[src/include/timer_pkg.sv]
// constants for the down counter timer with prescaler
// assumes a 100 MHz core clock and a classic wishbone register slave
package timer_pkg;
    localparam int unsigned CLK_MHZ = 100;
    localparam int unsigned CORE_DIV = 12;
    localparam int unsigned ADR_W = 10;
    // register indices; byte address is four times the index
    localparam logic [7:0] IDX_PRESCALE = 8'hd2;
    localparam logic [7:0] IDX_COUNT = 8'hd3;
    localparam logic [7:0] IDX_CONTROL = 8'hd4;
    localparam logic [7:0] IDX_EVT_STATUS = 8'hd5;
    localparam logic [7:0] IDX_EVT_CLEAR = 8'hd6;
    localparam logic [7:0] IDX_EVT_ENABLE = 8'hd7;
    localparam logic [ADR_W-1:0] ADR_PRESCALE = {IDX_PRESCALE, 2'b00};
    localparam logic [ADR_W-1:0] ADR_COUNT = {IDX_COUNT, 2'b00};
    localparam logic [ADR_W-1:0] ADR_CONTROL = {IDX_CONTROL, 2'b00};
    localparam logic [ADR_W-1:0] ADR_EVT_STATUS = {IDX_EVT_STATUS, 2'b00};
    localparam logic [ADR_W-1:0] ADR_EVT_CLEAR = {IDX_EVT_CLEAR, 2'b00};
    localparam logic [ADR_W-1:0] ADR_EVT_ENABLE = {IDX_EVT_ENABLE, 2'b00};
    // control/status fields
    localparam int unsigned BIT_ZERO = 7;
    localparam int unsigned BIT_IRQ_EN = 6;
    localparam int unsigned BIT_DIR = 5;
    localparam int unsigned BIT_DATA = 4;
    localparam int unsigned BIT_RUN = 3;
    localparam int unsigned TAP_LSB = 0;
    // event status bits
    localparam int unsigned EVT_W = 2;
    localparam int unsigned EVT_ZERO = 0;
    localparam int unsigned EVT_PIN = 1;
    // reset values
    localparam logic [7:0] RST_COUNT = 8'hff;
    localparam logic [6:0] RST_PRESCALE = 7'h7f;
    localparam logic [7:0] RST_CONTROL = 8'h00;
    typedef enum logic [1:0] {MODE_EVENT, MODE_GATED, MODE_OUTPUT} mode_e;
endpackage

[src/logic/down_counter_timer.sv]
// 8-bit down counter behind a 7-bit prescaler, wishbone register slave
// assumes ref_clk at 100 MHz; timer pin is asynchronous and is synchronised
//
// The Wishbone interface to the registers was left to the implementer.
`timescale 1ns/100ps
// Contract
// - counter decrements on each rising edge of the selected prescaler tap
// - counter decrementing to zero sets the zero flag
// - interrupt request while zero flag and its enable are both one
// - prescaler input is core clock over 12 or the pin, on rising edges
// - tap select gives divide 1 to 128; divide 2^n uses bit n-1
// - run bit low forces prescaler to 7fh and stops prescaler and counter
// - with run bit high software may write any prescaler value
// - direction and data bits choose event, gated or output mode
// - gated mode counts core over 12 only while pin is high
// - event mode counts rising edges of the pin
// - output mode: data passes to pin while zero flag high, else held
// - writing 00h to count or one to control bit 7 sets zero flag
// - reset loads count ffh, prescaler 7fh, control cleared
// - a count write beats a coincident decrement to zero; no flag set
// - count and prescaler read accurately; prescaler bit 7 reads zero
// - the interrupt request also wakes the processor from wait
module down_counter_timer #(
    parameter int unsigned CORE_DIV = timer_pkg::CORE_DIV
) (
    input wire logic ref_clk,
    input wire logic reset_n,
    input wire logic cyc_i,
    input wire logic stb_i,
    input wire logic we_i,
    input wire logic [timer_pkg::ADR_W-1:0] adr_i,
    input wire logic [3:0] sel_i,
    input wire logic [31:0] dat_i,
    output logic [31:0] dat_o,
    output logic ack_o,
    input wire logic timerPinIn,
    output logic timerPinOut,
    output logic timerPinOe,
    output logic irq,
    output logic wakeReq
);
    logic [7:0] count_q;
    logic [6:0] prescale_q;
    logic [6:0] prescale_d;
    logic [7:0] count_d;
    logic zeroFlag_q;
    logic irqEnable_q;
    logic pinDir_q;
    logic pinData_q;
    logic run_q;
    logic [2:0] tapSel_q;
    logic [timer_pkg::EVT_W-1:0] evtStatus_q;
    logic [timer_pkg::EVT_W-1:0] evtEnable_q;
    logic coreTick;
    logic pinLevel;
    logic pinRise;
    timer_pkg::mode_e mode;

    tick_divider #(
        .DIV(CORE_DIV)
    ) u_core_div (
        .ref_clk(ref_clk),
        .reset_n(reset_n),
        .tick(coreTick)
    );

    // pin feeds logic only after two flops
    pin_sync u_pin_sync (
        .ref_clk(ref_clk),
        .reset_n(reset_n),
        .pinAsync(timerPinIn),
        .level(pinLevel),
        .rise(pinRise)
    );

    // bus decode; writes land on the edge that sees ack high
    wire busReq = cyc_i & stb_i;
    wire wrEn = busReq & ack_o & we_i & sel_i[0];
    wire [7:0] wrByte = dat_i[7:0];
    wire hitPs = (adr_i == timer_pkg::ADR_PRESCALE);
    wire hitCnt = (adr_i == timer_pkg::ADR_COUNT);
    wire hitCtl = (adr_i == timer_pkg::ADR_CONTROL);
    wire hitSts = (adr_i == timer_pkg::ADR_EVT_STATUS);
    wire hitClr = (adr_i == timer_pkg::ADR_EVT_CLEAR);
    wire hitEn = (adr_i == timer_pkg::ADR_EVT_ENABLE);
    wire psWr = wrEn & hitPs & run_q;
    wire cntWr = wrEn & hitCnt;
    wire ctlWr = wrEn & hitCtl;
    wire clrWr = wrEn & hitClr;
    wire enWr = wrEn & hitEn;

    // mode from direction and data bits
    assign mode = pinDir_q ? timer_pkg::MODE_OUTPUT :
                  (pinData_q ? timer_pkg::MODE_GATED : timer_pkg::MODE_EVENT);

    logic srcTick;
    always_comb
    begin
        case (mode)
            timer_pkg::MODE_EVENT: srcTick = pinRise;
            timer_pkg::MODE_GATED: srcTick = coreTick & pinLevel;
            timer_pkg::MODE_OUTPUT: srcTick = coreTick;
            default: srcTick = 1'b0;
        endcase
    end

    // a tap bit rises when the down count borrows through it
    wire psTick = run_q & srcTick;
    wire [6:0] psDec = prescale_q - 7'h01;
    wire [2:0] tapBit = tapSel_q - 3'h1;
    wire tapEdge = ~prescale_q[tapBit] & psDec[tapBit];
    wire tapRise = psTick & ((tapSel_q == 3'h0) | tapEdge);
    wire cntStep = run_q & tapRise;
    wire hwZero = cntStep & (count_q == 8'h01) & ~cntWr;

    always_comb
    begin
        if (!run_q)
            prescale_d = timer_pkg::RST_PRESCALE;
        else if (psWr)
            prescale_d = wrByte[6:0];
        else if (psTick)
            prescale_d = psDec;
        else
            prescale_d = prescale_q;
    end

    always_comb
    begin
        if (cntWr)
            count_d = wrByte;
        else if (cntStep)
            count_d = count_q - 8'h01;
        else
            count_d = count_q;
    end

    // set beats a software clear in the same cycle
    wire zeroSet = hwZero | (cntWr & (wrByte == 8'h00))
                 | (ctlWr & wrByte[timer_pkg::BIT_ZERO]);
    wire zeroClr = ctlWr & ~wrByte[timer_pkg::BIT_ZERO];
    wire zeroFlag_d = zeroSet | (zeroFlag_q & ~zeroClr);

    wire [timer_pkg::EVT_W-1:0] evtSet = {pinRise, hwZero};
    wire [timer_pkg::EVT_W-1:0] evtClr = clrWr ? wrByte[timer_pkg::EVT_W-1:0] : '0;
    wire [timer_pkg::EVT_W-1:0] evtStatus_d = evtSet | (evtStatus_q & ~evtClr);
    wire irq_d = (zeroFlag_q & irqEnable_q) | (|(evtStatus_q & evtEnable_q));

    always_ff @(posedge ref_clk or negedge reset_n)
    begin
        if (!reset_n)
        begin
            count_q <= timer_pkg::RST_COUNT;
            prescale_q <= timer_pkg::RST_PRESCALE;
        end
        else
        begin
            count_q <= count_d;
            prescale_q <= prescale_d;
        end
    end

    always_ff @(posedge ref_clk or negedge reset_n)
    begin
        if (!reset_n)
        begin
            zeroFlag_q <= timer_pkg::RST_CONTROL[timer_pkg::BIT_ZERO];
            irqEnable_q <= timer_pkg::RST_CONTROL[timer_pkg::BIT_IRQ_EN];
            pinDir_q <= timer_pkg::RST_CONTROL[timer_pkg::BIT_DIR];
            pinData_q <= timer_pkg::RST_CONTROL[timer_pkg::BIT_DATA];
            run_q <= timer_pkg::RST_CONTROL[timer_pkg::BIT_RUN];
            tapSel_q <= timer_pkg::RST_CONTROL[timer_pkg::TAP_LSB+:3];
        end
        else
        begin
            zeroFlag_q <= zeroFlag_d;
            if (ctlWr)
            begin
                irqEnable_q <= wrByte[timer_pkg::BIT_IRQ_EN];
                pinDir_q <= wrByte[timer_pkg::BIT_DIR];
                pinData_q <= wrByte[timer_pkg::BIT_DATA];
                run_q <= wrByte[timer_pkg::BIT_RUN];
                tapSel_q <= wrByte[timer_pkg::TAP_LSB+:3];
            end
        end
    end

    always_ff @(posedge ref_clk or negedge reset_n)
    begin
        if (!reset_n)
        begin
            evtStatus_q <= '0;
            evtEnable_q <= '0;
            irq <= 1'b0;
            wakeReq <= 1'b0;
        end
        else
        begin
            evtStatus_q <= evtStatus_d;
            if (enWr)
                evtEnable_q <= wrByte[timer_pkg::EVT_W-1:0];
            irq <= irq_d;
            wakeReq <= irq_d;
        end
    end

    // pin latch: transparent while the flag is high, held otherwise
    always_ff @(posedge ref_clk or negedge reset_n)
    begin
        if (!reset_n)
        begin
            timerPinOut <= 1'b0;
            timerPinOe <= 1'b0;
        end
        else
        begin
            if (zeroFlag_q)
                timerPinOut <= pinData_q;
            timerPinOe <= pinDir_q;
        end
    end

    // read data from live state; clear register reads zero
    wire [7:0] ctlRead = {zeroFlag_q, irqEnable_q, pinDir_q, pinData_q, run_q, tapSel_q};
    wire [7:0] rdByte = hitPs ? {1'b0, prescale_q} :
                        hitCnt ? count_q :
                        hitCtl ? ctlRead :
                        hitSts ? 8'(evtStatus_q) :
                        hitEn ? 8'(evtEnable_q) : 8'h00;

    // one wait state: ack follows request by one cycle, then drops
    always_ff @(posedge ref_clk or negedge reset_n)
    begin
        if (!reset_n)
        begin
            ack_o <= 1'b0;
            dat_o <= 32'h0000_0000;
        end
        else
        begin
            ack_o <= busReq & ~ack_o;
            if (busReq & ~ack_o)
                dat_o <= {24'h00_0000, rdByte};
        end
    end

    // cycles since the last core tick; seeded so the first gap after reset checks too
    logic [7:0] tickGap_q;
    // low prescaler bits that must all be zero for the selected tap to borrow
    wire [7:0] tapSpan = 8'h01 << tapSel_q;
    wire [6:0] tapMask = 7'(tapSpan - 8'h01);
    always_ff @(posedge ref_clk or negedge reset_n)
    begin
        if (!reset_n)
            tickGap_q <= 8'hff;
        else if (coreTick)
            tickGap_q <= 8'h00;
        else
            tickGap_q <= tickGap_q + 8'h01;
    end
endmodule

[src/logic/tick_divider.sv]
// one-cycle enable pulse every DIV core clocks
// assumes a single clock domain
`timescale 1ns/100ps
module tick_divider #(
    parameter int unsigned DIV = 12
) (
    input wire logic ref_clk,
    input wire logic reset_n,
    output logic tick
);
    localparam int unsigned CW = $clog2(DIV);
    localparam logic [CW-1:0] LAST = CW'(DIV - 1);
    logic [CW-1:0] cnt_q;
    wire wrap = (cnt_q == LAST);

    always_ff @(posedge ref_clk or negedge reset_n)
    begin
        if (!reset_n)
        begin
            cnt_q <= '0;
            tick <= 1'b0;
        end
        else
        begin
            cnt_q <= wrap ? '0 : cnt_q + 1'b1;
            tick <= wrap;
        end
    end
endmodule

[src/logic/pin_sync.sv]
// two-flop synchroniser with rising edge detect
// assumes the pin is asynchronous to ref_clk
`timescale 1ns/100ps
module pin_sync (
    input wire logic ref_clk,
    input wire logic reset_n,
    input wire logic pinAsync,
    output logic level,
    output logic rise
);
    logic meta_q;
    logic sync_q;
    logic prev_q;

    // only sync_q reads meta_q
    always_ff @(posedge ref_clk or negedge reset_n)
    begin
        if (!reset_n)
        begin
            meta_q <= 1'b0;
            sync_q <= 1'b0;
            prev_q <= 1'b0;
        end
        else
        begin
            meta_q <= pinAsync;
            sync_q <= meta_q;
            prev_q <= sync_q;
        end
    end

    assign level = sync_q;
    assign rise = sync_q & ~prev_q;
endmodule

[config.mk]
export PLATFORM = sky130hd
export DESIGN_NAME = down_counter_timer
export DESIGN_NICKNAME = d
export VERILOG_FILES = /design/src/include/timer_pkg.sv /design/src/logic/down_counter_timer.sv /design/src/logic/tick_divider.sv /design/src/logic/pin_sync.sv
export SDC_FILE = /design/constraint.sdc
export NUM_CORES = 1
export LEC_CHECK = 0
export BUFFER_PORTS_ARGS = -buffer_cell sky130_fd_sc_hd__buf_2
export CORE_AREA = 2 2 83 85
export DETAILED_ROUTE_END_ITERATION = 10
export DIE_AREA = 0 0 85 87
export PLACE_DENSITY_LB_ADDON = 0.2
export SYNTH_ARGS = -nofsm -noshare
export SYNTH_HDL_FRONTEND = slang
export SYNTH_SLANG_ARGS = --single-unit
[constraint.sdc]
create_clock -name ref_clk -period 4.5 [get_ports ref_clk]
set_input_delay 0.675 -clock ref_clk [delete_from_list [all_inputs] [get_ports ref_clk]]
set_output_delay 0.675 -clock ref_clk [all_outputs]
set_load 0.005 [all_outputs]
==> metrics.yaml <==
logic_synthesis:
  syn_area_um2: 2835
  synth-seq-cells: 47
  syn_avg_cell_area_um2: 9.451
  synth_commonest_cells: "nand2_1 (41), dfrtp_1 (32), buf_4 (26)"
  synth_area_leader_cell: "dfrtp_1"
  synth_top_family_by_area: "simple AND/OR/NAND/NOR gates"
  synth.distinct_cells: 54
  synth_edf_count: 0
  synth_compound_area_share_pct: 15.80
  synth_simple_gate_area_share_pct: 18.80
  ys.flop_type: "dfrtp_1"
  yosysTopAreaCellShare_pct: 28.24
  synthMuxAreaShare_pct: 6.531
  synth_xor_area_share_pct: 3.089
  yosysWarnings: 0
  synth_fa_ha_area_share_pct: 2.648
  synth_area_leaders: "dfrtp_1 (28%), dfstp_2 (14%), buf_4 (6.9%), nand2_1 (5.4%), mux2_2 (3.6%)"
  synthCells: 300
  synth-seq-area-share_pct: 42.14
  async_reset_ff_share_pct: 100.0
  synth.most_common_cell: "nand2_1"
floorplan:
  rows: 30
  die_width_um: 85
  initial_core_util_pct: 43.16
  core_um2: 6569
  boundaryPins: 89
  dieArea_um2: 7395
  die_y_um: 87
worst_setup_path:
  critPathKind: "reg2reg"
  crit_path_top_delay_cell: "or4_1"
  worstPathCellList: "inv_1, ha_1, mux4_2, nand2b_1, o21bai_1, o211ai_2, or4_1, nand3_1"
  crit_path_end_kind: "flop"
  critPathArrivalTime_ns: 3.30
  worstPathRequired_ns: 4.74
  path_max_fanout: 15
  startpoint_type: "flop"
  max_stage_delay_ns: 0.60
timing:
  rsz0062_at_grt: "false"
  setup_violations: 0
  max_freq_mhz: 327.5
  min_period_ns: 3.053
  drv_slew: 0
  maxSlewHeadroom_pct: 42.86
  setup_tns_ns: 0
  final_hold_viol_count: 0
  post-route-period-util_pct: 67.84
  skew_ns: 0.007574
  worstMarginPinSlew_ns: 0.8540
  worst_slack_ns: 1.447
power_and_ir_drop:
  power.density_nw_per_um2: 253.4
  p_leak_nw: 1.346
  ir_drop_mv: 0.1680
hold_path:
  hp-class: "reg2reg"
status:
  status: "finished, final reports clean"
detailed_routing:
  drt_iter0_markers: 177
  avgRoutedWirePerCell_um: 15.23
  route.vias.total: 2238
  post-route-drc-count: 0
  detail-route-antenna-nets: 0
  drt-vias-per-instance: 5.445
  wirelength_um: 6261
  drt_first_pass_iters: 5
clock_network:
  cts_tree: "yes"
  numCtsBuffers: 5
  cts_resized: 0
  clock_latency_ns: 0.30
  clk_path_buf_depth: 2
  clkTransAtPathRegs_ns: 0.09
  htreeDepth: 2
  cts_setup_buffers: 0
  hold_buffers: 0
  cts_root_buffer: "clkbuf_8"
  cts.sinks: 47
final_layout:
  syn_to_final_growth_pct: 8.517
  num_antenna_cells: 0
  instances_no_fill: 411
  finalInstanceArea_um2: 3077
  fin_nets: 388
  drive_gt1_share_pct: 24.17
placement:
  dp_cells: 403
  postPlaceCellArea_um2: 2967
  dp_hpwl_um: 4535
  gp_congestion: 0.8132
  port_buffers: 37
  pre_cts_slack_ns: 1.490
global_route:
  grt_max_degree: 48
  grt_pass1_wl_um: 10490
  antenna_found_initial: 0
  track_usage_pct: 17.98
  grt_pass1_vias: 2053
  grt_overflow_total: 0
run:
  cap_violations: 0
-- sequential cells by signal, indices dropped and copies added, names as in the netlist, 2 cells and up --
signal / cells
evtEnable_q: 2
dat_o: 8
count_q: 8
prescale_q: 7
u_core_div.cnt_q: 4
tapSel_q: 3
evtStatus_q: 2
-- where the power goes --
part | switching, mW | internal, mW | leakage [nW]
sequential | 0.00110 | 0.425 | 0.561
clock | 0.142 | 0.166 | 0.0514
combinational | 0.0313 | 0.0149 | 0.734
total | 0.174 | 0.606 | 1.35
-- critical path: cells and delay by family (launching register included) --
family,cells,cell delay (ns)
simple gates,3,0.85
flops,1,0.55
mux,1,0.52
fa+ha+maj,1,0.47
compound gates,2,0.45
buf+inv,1,0.16
-- through the flow --
stage | utilization (%) | power [mW] | hold WS (ns)
5_1_grt | 46.84 | 0.8136 | 0.3736
2_1_floorplan | - | 0.4673 | 0.3312
4_1_cts | 46.84 | 0.7898 | 0.3580
3_3_place_gp | 45.16 | 0.4803 | 0.3342
6_report | 46.84 | 0.7798 | 0.3535
3_5_place_dp | 45.16 | 0.4805 | 0.3356
-- layout by cell type (no fill, tap or decap), types with 3 or more instances in the layout --
cell / n
nand2_1: 41
dfrtp_1: 32
or3_1: 3
nor4_1: 7
xor2_1: 4
ha_1: 6
nand2b_1: 7
o21ai_1: 4
inv_1: 14
clkbuf_8: 5
o31a_1: 4
buf_2: 37
nor2_1: 17
nand3_1: 10
mux2_2: 9
a21oi_1: 4
nor3_1: 9
conb_1: 24
dfstp_2: 15
mux2i_1: 5
o211ai_1: 3
o21ai_0: 17
xnor2_1: 6
a222oi_1: 6
-- logic make-up (layout without fill, tap and decap cells) --
group	after synthesis	count (layout)
AOI/OAI and AO/OA	60	60
xor gates and xnor gates	10	10
adders and majority gates	6	6
buffers and inverters	53	61
DFF	47	47
muxes	16	16
other	1	24
and+or+nand+nor	107	107
-- per-layer routing --
| layer | wire (µm) | global-route usage [%] | vias up |
|---|---|---|---|
| li1 | - | - | 1079 |
| met4 | 58 | 4.618 | 0 |
| met3 | 364 | 3.412 | 7 |
| met2 | 2799 | 26.42 | 71 |
| met1 | 3039 | 27.21 | 1081 |
| met5 | 0 | 0 | - |
-- path summary, 6_finish.rpt --
path	from	endpoint	slack, ns	cells after the start
hold / removal	u_pin_sync.meta_q	u_pin_sync.level	0.35	0
max in group asynchronous	reset_n	u_core_div.cnt_q[1]	3.64	2
setup / recovery	tapSel_q[0]	count_q[6]	1.45	8
hold reg to reg	u_pin_sync.meta_q	u_pin_sync.level	0.35	0
min in group asynchronous	reset_n	dat_o[1]	0.46	2
setup reg to reg	tapSel_q[0]	count_q[6]	1.45	8
-- layout make-up --
class	instances	area [µm²]
Multi-Input combinational cell	223	1419
Fill cell	665	3492
Timing Repair Buffer	39	200.2
Clock inverter	2	37.54
Tap cell	80	100.1
Clock buffer	6	72.57
Inverter	14	52.55
Sequential cell	47	1195
Note: power is estimated with default switching activity, not from simulation.
